[config.mk]
export PLATFORM = sky130hd
export DESIGN_NAME = spics_top
export DESIGN_NICKNAME = d
export VERILOG_FILES = /design/src/design/spics_pkg.sv /design/src/design/spics_top.sv
export SDC_FILE = /design/constraint.sdc
export NUM_CORES = 1
export LEC_CHECK = 0
export BUFFER_PORTS_ARGS = -buffer_cell sky130_fd_sc_hd__clkbuf_2
export CAP_MARGIN = 20
export CORE_MARGIN = 1
export CORE_UTILIZATION = 50
export CTS_CLUSTER_SIZE = 30
export DETAILED_ROUTE_END_ITERATION = 10
export PLACE_DENSITY = 0.76
export SKIP_LAST_GASP = 1
export SYNTH_ARGS = -nofsm -noshare
export SYNTH_HDL_FRONTEND = slang
export SYNTH_SLANG_ARGS = --single-unit
[constraint.sdc]
create_clock -name pclk -period 2.5 [get_ports pclk]
set_input_delay 0.125 -clock pclk [delete_from_list [all_inputs] [get_ports pclk]]
set_output_delay 0.125 -clock pclk [all_outputs]
set_load 0.02 [all_outputs]
[src/design/spics_pkg.sv]
// Purpose: shared constants and types of the serial peripheral control and status block
// Assumes: 32-bit APB, registers one aligned word each, byte address = index * 4
// Notes: status layout matches spics_stat_s bit for bit
package spics_pkg;
  // register indices; byte address is index * 4
  localparam logic [9:0] SPICS_IDX_STATUS = 10'h0BD;
  localparam logic [9:0] SPICS_IDX_DATA = 10'h0BE;
  localparam logic [9:0] SPICS_IDX_MASK = 10'h0BF;
  localparam logic [9:0] SPICS_IDX_IST = 10'h0C0;
  // status field positions
  localparam int SPICS_BIT_DONE = 7;
  localparam int SPICS_BIT_WRITE_COLLISION_FLAG = 6;
  localparam int SPICS_BIT_MODF = 5;
  localparam int SPICS_BIT_BUSY = 4;
  localparam int SPICS_BIT_SELECT_PIN_DISABLE = 3;
  localparam int SPICS_BIT_BIT_ORDER_SELECT = 2;
  localparam int SPICS_BIT_RATE = 0;
  // interrupt status / mask field positions
  localparam int SPICS_IRQ_DONE = 0;
  localparam int SPICS_IRQ_WRITE_COLLISION_FLAG = 1;
  localparam int SPICS_IRQ_MODF = 2;
  // reset values
  localparam logic [7:0] SPICS_STATUS_RST = 8'h00;
  localparam logic [2:0] SPICS_MASK_RST = 3'h0;
  localparam logic [2:0] SPICS_IST_RST = 3'h0;
  localparam logic [7:0] SPICS_DATA_RST = 8'h00;
  // bits per byte transfer, last bit index
  localparam logic [2:0] SPICS_LAST_BIT = 3'h7;

  typedef struct packed {
    logic done;
    logic write_collision_flag;
    logic modf;
    logic busy;
    logic select_pin_disable;
    logic bit_order_select;
    logic [1:0] rate;
  } spics_stat_s;

  typedef enum logic [0:0] {
    SPICS_IDLE = 1'b0,
    SPICS_RUN = 1'b1
  } spics_state_e;
endpackage

[src/design/spics_top.sv]
// Purpose: serial peripheral control/status: bit order, clock rate, flags, byte shifter
// Assumes: single clock pclk at 125 MHz; miso and ss_n come from pins
// Notes: the block runs as bus master of the serial link, mode 0 clocking
//
// How it works
// RL1: bit order field selects MSB or LSB first
// RL2: rate field divides pclk by 2,4,8,16
// RL3: byte end sets done flag, raises interrupt
// RL4: interrupt acknowledge clears the done flag
// RL5: writing zero clears the done flag
// RL6: data write while busy sets collision flag
// RL7: zero write or idle data write clears collision
// RL8: enabled select pin driven low sets fault
// RL9: select disable bit ignores pin, resets zero
// RL10: busy from byte load until done flag
`timescale 1ns/10ps
`default_nettype none
module spics_top
  import spics_pkg::*;
(
  input wire logic pclk,
  input wire logic presetn,
  input wire logic ce,
  input wire logic psel,
  input wire logic penable,
  input wire logic pwrite,
  input wire logic [11:0] paddr,
  input wire logic [31:0] pwdata,
  output logic [31:0] prdata,
  output logic pready,
  output logic pslverr,
  input wire logic int_ack,
  input wire logic miso,
  input wire logic ss_n,
  output logic sck,
  output logic mosi,
  output logic irq
);
  spics_stat_s stat_reg, stat_next;
  spics_state_e state_reg, state_next;
  logic [7:0] sh_reg, sh_next;
  logic [7:0] rx_reg, rx_next;
  logic [2:0] div_reg, div_next;
  logic [2:0] bit_reg, bit_next;
  logic rxbit_reg, rxbit_next;
  logic sck_reg, sck_next;
  logic mosi_reg, mosi_next;
  logic [2:0] mask_reg, mask_next;
  logic [2:0] ist_reg, ist_next;
  logic irq_reg, irq_next;
  logic pready_reg, pready_next;
  logic pslverr_reg, pslverr_next;
  logic [31:0] prdata_reg, prdata_next;
  logic miso_s1, miso_s2, ss_s1, ss_s2;
  logic acc, wr_en, mapped, wr_stat, wr_data, wr_mask, wr_ist;
  logic [9:0] idx;
  logic [2:0] div_lim;
  logic ev_done, ev_write_collision_flag, ev_modf, fin;
  logic [7:0] shifted;

  // two-flop synchronisers for pin inputs
  always_ff @(posedge pclk or negedge presetn) begin
    if (!presetn) begin
      miso_s1 <= 1'b0;
      miso_s2 <= 1'b0;
      ss_s1 <= 1'b1;
      ss_s2 <= 1'b1;
    end else if (ce) begin
      miso_s1 <= miso;
      miso_s2 <= miso_s1;
      ss_s1 <= ss_n;
      ss_s2 <= ss_s1;
    end
  end

  // bus decode; a write takes effect when pready is seen high
  assign acc = psel & penable;
  assign idx = paddr[11:2];
  assign wr_en = acc & pready_reg & pwrite;
  assign wr_stat = wr_en & (idx == SPICS_IDX_STATUS);
  assign wr_data = wr_en & (idx == SPICS_IDX_DATA);
  assign wr_mask = wr_en & (idx == SPICS_IDX_MASK);
  assign wr_ist = wr_en & (idx == SPICS_IDX_IST);
  assign mapped = (idx == SPICS_IDX_STATUS) | (idx == SPICS_IDX_DATA) |
                  (idx == SPICS_IDX_MASK) | (idx == SPICS_IDX_IST);

  // apb answer: one wait state, data and error valid with pready
  always_comb begin
    pready_next = acc & ~pready_reg;
    pslverr_next = acc & ~pready_reg & ~mapped;
    prdata_next = prdata_reg;
    if (acc && !pready_reg) begin
      unique case (idx)
        SPICS_IDX_STATUS: prdata_next = {24'h000000, stat_reg};
        SPICS_IDX_DATA: prdata_next = {24'h000000, rx_reg};
        SPICS_IDX_MASK: prdata_next = {29'h00000000, mask_reg};
        SPICS_IDX_IST: prdata_next = {29'h00000000, ist_reg};
        default: prdata_next = 32'h00000000;
      endcase
    end
  end

  // half-period length in pclk cycles minus one
  assign div_lim = 3'((4'h1 << stat_reg.rate) - 4'h1); // RL2

  // shifted byte with the received bit entering from the far side
  assign shifted = stat_reg.bit_order_select ? {rxbit_reg, sh_reg[7:1]} : {sh_reg[6:0], rxbit_reg}; // RL1

  // next state of the shifter, flags and interrupt logic
  always_comb begin
    stat_next = stat_reg;
    state_next = state_reg;
    sh_next = sh_reg;
    rx_next = rx_reg;
    div_next = div_reg;
    bit_next = bit_reg;
    rxbit_next = rxbit_reg;
    sck_next = sck_reg;
    mask_next = mask_reg;
    ist_next = ist_reg;
    ev_done = 1'b0;
    ev_write_collision_flag = 1'b0;
    ev_modf = ~stat_reg.select_pin_disable & ~ss_s2; // RL8 RL9
    fin = 1'b0;
    // serial clock divider and bit engine
    if (state_reg == SPICS_RUN) begin
      if (div_reg == div_lim) begin // RL2
        div_next = 3'h0;
        sck_next = ~sck_reg;
        if (!sck_reg) begin
          rxbit_next = miso_s2;
        end else begin
          sh_next = shifted;
          if (bit_reg == SPICS_LAST_BIT) begin
            fin = 1'b1;
            rx_next = shifted;
            state_next = SPICS_IDLE;
            stat_next.busy = 1'b0; // RL10
            ev_done = 1'b1; // RL3
          end else begin
            bit_next = bit_reg + 3'h1;
          end
        end
      end else begin
        div_next = div_reg + 3'h1;
      end
    end
    // software writes to the status register: control fields and zero-clears
    if (wr_stat) begin
      stat_next.select_pin_disable = pwdata[SPICS_BIT_SELECT_PIN_DISABLE]; // RL9
      stat_next.bit_order_select = pwdata[SPICS_BIT_BIT_ORDER_SELECT]; // RL1
      stat_next.rate = pwdata[SPICS_BIT_RATE+1:SPICS_BIT_RATE]; // RL2
      if (!pwdata[SPICS_BIT_DONE]) begin
        stat_next.done = 1'b0; // RL5
      end
      if (!pwdata[SPICS_BIT_WRITE_COLLISION_FLAG]) begin
        stat_next.write_collision_flag = 1'b0; // RL7
      end
      if (!pwdata[SPICS_BIT_MODF]) begin
        stat_next.modf = 1'b0;
      end
    end
    if (int_ack) begin
      stat_next.done = 1'b0; // RL4
    end
    // data write: collision while busy, else load and start
    if (wr_data) begin
      if (stat_reg.busy) begin
        ev_write_collision_flag = 1'b1; // RL6
      end else begin
        stat_next.write_collision_flag = 1'b0; // RL7
        stat_next.busy = 1'b1; // RL10
        state_next = SPICS_RUN;
        sh_next = pwdata[7:0];
        div_next = 3'h0;
        bit_next = 3'h0;
        sck_next = 1'b0;
      end
    end
    // mode fault aborts any transfer in flight
    if (ev_modf) begin
      state_next = SPICS_IDLE;
      stat_next.busy = 1'b0;
      sck_next = 1'b0;
    end
    // hardware sets win over software clears
    if (ev_done) begin
      stat_next.done = 1'b1; // RL3
    end
    if (ev_write_collision_flag) begin
      stat_next.write_collision_flag = 1'b1; // RL6
    end
    if (ev_modf) begin
      stat_next.modf = 1'b1; // RL8
    end
    // sticky interrupt status, write one to clear, set wins
    if (wr_mask) begin
      mask_next = pwdata[2:0];
    end
    if (wr_ist) begin
      ist_next = ist_reg & ~pwdata[2:0];
    end
    ist_next = ist_next | {ev_modf, ev_write_collision_flag, ev_done};
    irq_next = |(ist_next & mask_next);
    mosi_next = stat_next.bit_order_select ? sh_next[0] : sh_next[7]; // RL1
  end

  // registers; ce low freezes everything
  always_ff @(posedge pclk or negedge presetn) begin
    if (!presetn) begin
      stat_reg <= spics_stat_s'(SPICS_STATUS_RST);
      state_reg <= SPICS_IDLE;
      sh_reg <= SPICS_DATA_RST;
      rx_reg <= SPICS_DATA_RST;
      div_reg <= 3'h0;
      bit_reg <= 3'h0;
      rxbit_reg <= 1'b0;
      sck_reg <= 1'b0;
      mosi_reg <= 1'b0;
      mask_reg <= SPICS_MASK_RST;
      ist_reg <= SPICS_IST_RST;
      irq_reg <= 1'b0;
      pready_reg <= 1'b0;
      pslverr_reg <= 1'b0;
      prdata_reg <= 32'h00000000;
    end else if (ce) begin
      stat_reg <= stat_next;
      state_reg <= state_next;
      sh_reg <= sh_next;
      rx_reg <= rx_next;
      div_reg <= div_next;
      bit_reg <= bit_next;
      rxbit_reg <= rxbit_next;
      sck_reg <= sck_next;
      mosi_reg <= mosi_next;
      mask_reg <= mask_next;
      ist_reg <= ist_next;
      irq_reg <= irq_next;
      pready_reg <= pready_next;
      pslverr_reg <= pslverr_next;
      prdata_reg <= prdata_next;
    end
  end

  // outputs straight from flops
  assign prdata = prdata_reg;
  assign pready = pready_reg;
  assign pslverr = pslverr_reg;
  assign sck = sck_reg;
  assign mosi = mosi_reg;
  assign irq = irq_reg;
endmodule
`default_nettype wire

==> impl_metrics.ini <==
[status]
status = finished, final reports clean

[floorplan]
die_h_um = 80.7
start_util_pct = 51.9
io_pins = 90
die_w_um = 80.7
die_area_mm2 = 0.00650
coreArea_mm2 = 0.00596
num_rows = 28

[place]
dp_hpwl_mm = 4.91
post-place-ws_ns = 0.430
io_buffers = 39
place_congestion = 0.849

[logic_synthesis]
synthMuxAreaShare_pct = 15.5
synth_compound_area_share_pct = 15.3
ys_seq_elements = 55
syn_area_mm2 = 0.00309
ys_async_sr_fraction_pct = 100
yosysUniqueCellTypes = 53
syn_inst = 297
yosys.area_share.simple_pct = 15.3
synth-warning-count = 0
ys_seq_area_share_pct = 44.6
synth_xor_area_share_pct = 0.283
syn_avg_cell_area_um2 = 10.4
synth_top_family_by_area = multiplexers
synthAdderAreaFrac_pct = 1.21
yosys_most_used_dff = dfrtp_1
synth_edf_count = 0

[detailed_routing]
dr.pass1.iters = 7
antenna_left = 0
routed_wl_mm = 6.74
vias = 2412
drt_iter0_drc = 221
drc = 0
routed_via_density = 5.81
wl_per_cell_um = 16.2

[clock_tree]
cts_inserted_buffers = 5
clock_path_buffers = 2
post_cts_buffers = 0
h-tree-depth = 2
clk_pin_slew_ns = 0.09
tritoncts = done
clk_latency_ns = 0.30
cts_sinks = 55
clock-root-buffer = clkbuf_8

[sta]
finalHoldViolCount = 0
fin_hold_ws_ns = 0.0508
drv_slew = 0
fin_crit_ns = 2.13
rsz0062_at_grt = no
min_period_over_period_pct = 85.3
setup_viol = 0
tightest_slew_ns = 0.724
setup_ws_ns = 0.367
clock.fmax_mhz = 469
fin_worst_skew_ns = 0.00503
slew_headroom_pct = 51.7
setup_tns_ns = 0

[power_and_ir_drop]
leakage_uw = 0.00159
ir_worst_vdd_mv = 0.258
pwr_density_cell_mw_per_mm2 = 453

[layout]
finalNetCount = 395
most-common-layout-cells = dfrtp_1 (53), clkbuf_2 (39), mux2_2 (31)
final_common_cell = dfrtp_1
drive_above_1_share_pct = 27.6
syn_to_final_growth_pct = 9.99
antenna_cells = 0

[grt]
track_usage_pct = 22.1
grt_pass1_vias = 2284
antenna_found_initial = 0
grt_max_degree = 30
grt-ovfl-total = 0
grt_pass1_wl_mm = 10.9

[flow_run]
maxCapViolCount = 0

[critical_path]
arrival_ns = 2.33
end_kind = flop
start_kind = flop
worstPathMaxFanout = 9
path_class = flop to flop
crit_required_ns = 2.70

[hold_path]
hold_class = primary input to flop
logic make-up (layout without fill, tap and decap cells):
family	Yosys count	after routing
compound gates	72	72
xor+xnor	1	1
fa+ha+maj	3	3
buf+inv	40	60
flops	55	55
mux	44	44
other cells	1	24
simple gates	81	81
where the power goes:
| group | internal [uW] | switching, uW |
|---|---|---|
| clock network | 198 | 278 |
| registers | 904 | 7.33 |
| logic | 42.8 | 110 |
| total | 1140 | 396 |
synthesized netlist by cell type, types with 3 or more instances:
cell type / instances / area [um^2]
mux2_2: 31 / 349
dfrtp_1: 53 / 1330
inv_1: 5 / 18.8
buf_4: 24 / 180
o22ai_1: 10 / 62.6
nand4_1: 5 / 31.3
a22o_1: 6 / 52.6
o21ai_0: 16 / 80.1
nand2_1: 28 / 105
nand3_1: 6 / 30.0
nor3_1: 7 / 35.0
mux2i_1: 13 / 130
a22oi_1: 5 / 37.5
nor2_1: 12 / 45.0
clkbuf_1: 8 / 30.0
a21oi_1: 15 / 75.1
nor2b_1: 3 / 18.8
nand2b_1: 3 / 18.8
ha_1: 3 / 37.5
worst max-delay path, stage by stage, from the launching register on:
cell and delay (ns):
dfrtp_1 0.43, and2_0 0.16, o21ai_0 0.40, a21oi_1 0.28, nand2_1 0.36, nor2_1 0.12, mux2_2 0.27
stage by stage:
stage	instances	power (uW)	util [%]	cell area [um^2]
global route	415	1600	57.1	3400
floorplan	320	1040	-	3180
CTS	415	1560	57.1	3400
finish	415	1540	57.1	3400
detailed placement	406	1080	55.6	3310
global placement	406	1080	55.6	3310
path summary, 6_finish.rpt:
check	startpoint	to	slack (ns)	depth (start not counted)
min in group asynchronous	presetn	miso_s2	0.42	2
hold reg to reg	prdata[3]	prdata[3]	0.49	2
max in group asynchronous	presetn	pslverr	1.48	3
hold / removal	ss_n	ss_s1	0.05	2
setup reg to reg	div_reg[0]	bit_reg[0]	0.37	6
setup / recovery	div_reg[0]	bit_reg[0]	0.37	6
what timing repair did:
| action | 4_1_cts | 5_1_grt |
|---|---|---|
| hold buffers | 1 | 0 |
| gates resized for setup | 0 | 0 |
| endpoints found under the hold margin | 25 | 0 |
metal layers:
layer  routed length (um)  vias to the layer above  global-route usage (%)
li1                     -                     1144                       -
met1                 3100                     1168                    29.4
met2                 3140                       88                    34.9
met3                  368                       12                    4.20
met4                  138                        0                    9.29
met5                    0                        -                       0
final cells by class:
| type | count | area (um^2) |
|---|---|---|
| clock buffers | 7 | 76.3 |
| clock inverters | 1 | 5.00 |
| fillers | 532 | 2550 |
| inverters | 5 | 18.8 |
| multi-input cells | 225 | 1560 |
| flip-flops and latches | 55 | 1380 |
| well taps | 75 | 93.8 |
| repair buffers | 47 | 270 |
Note: power is estimated with default switching activity, not from simulation.
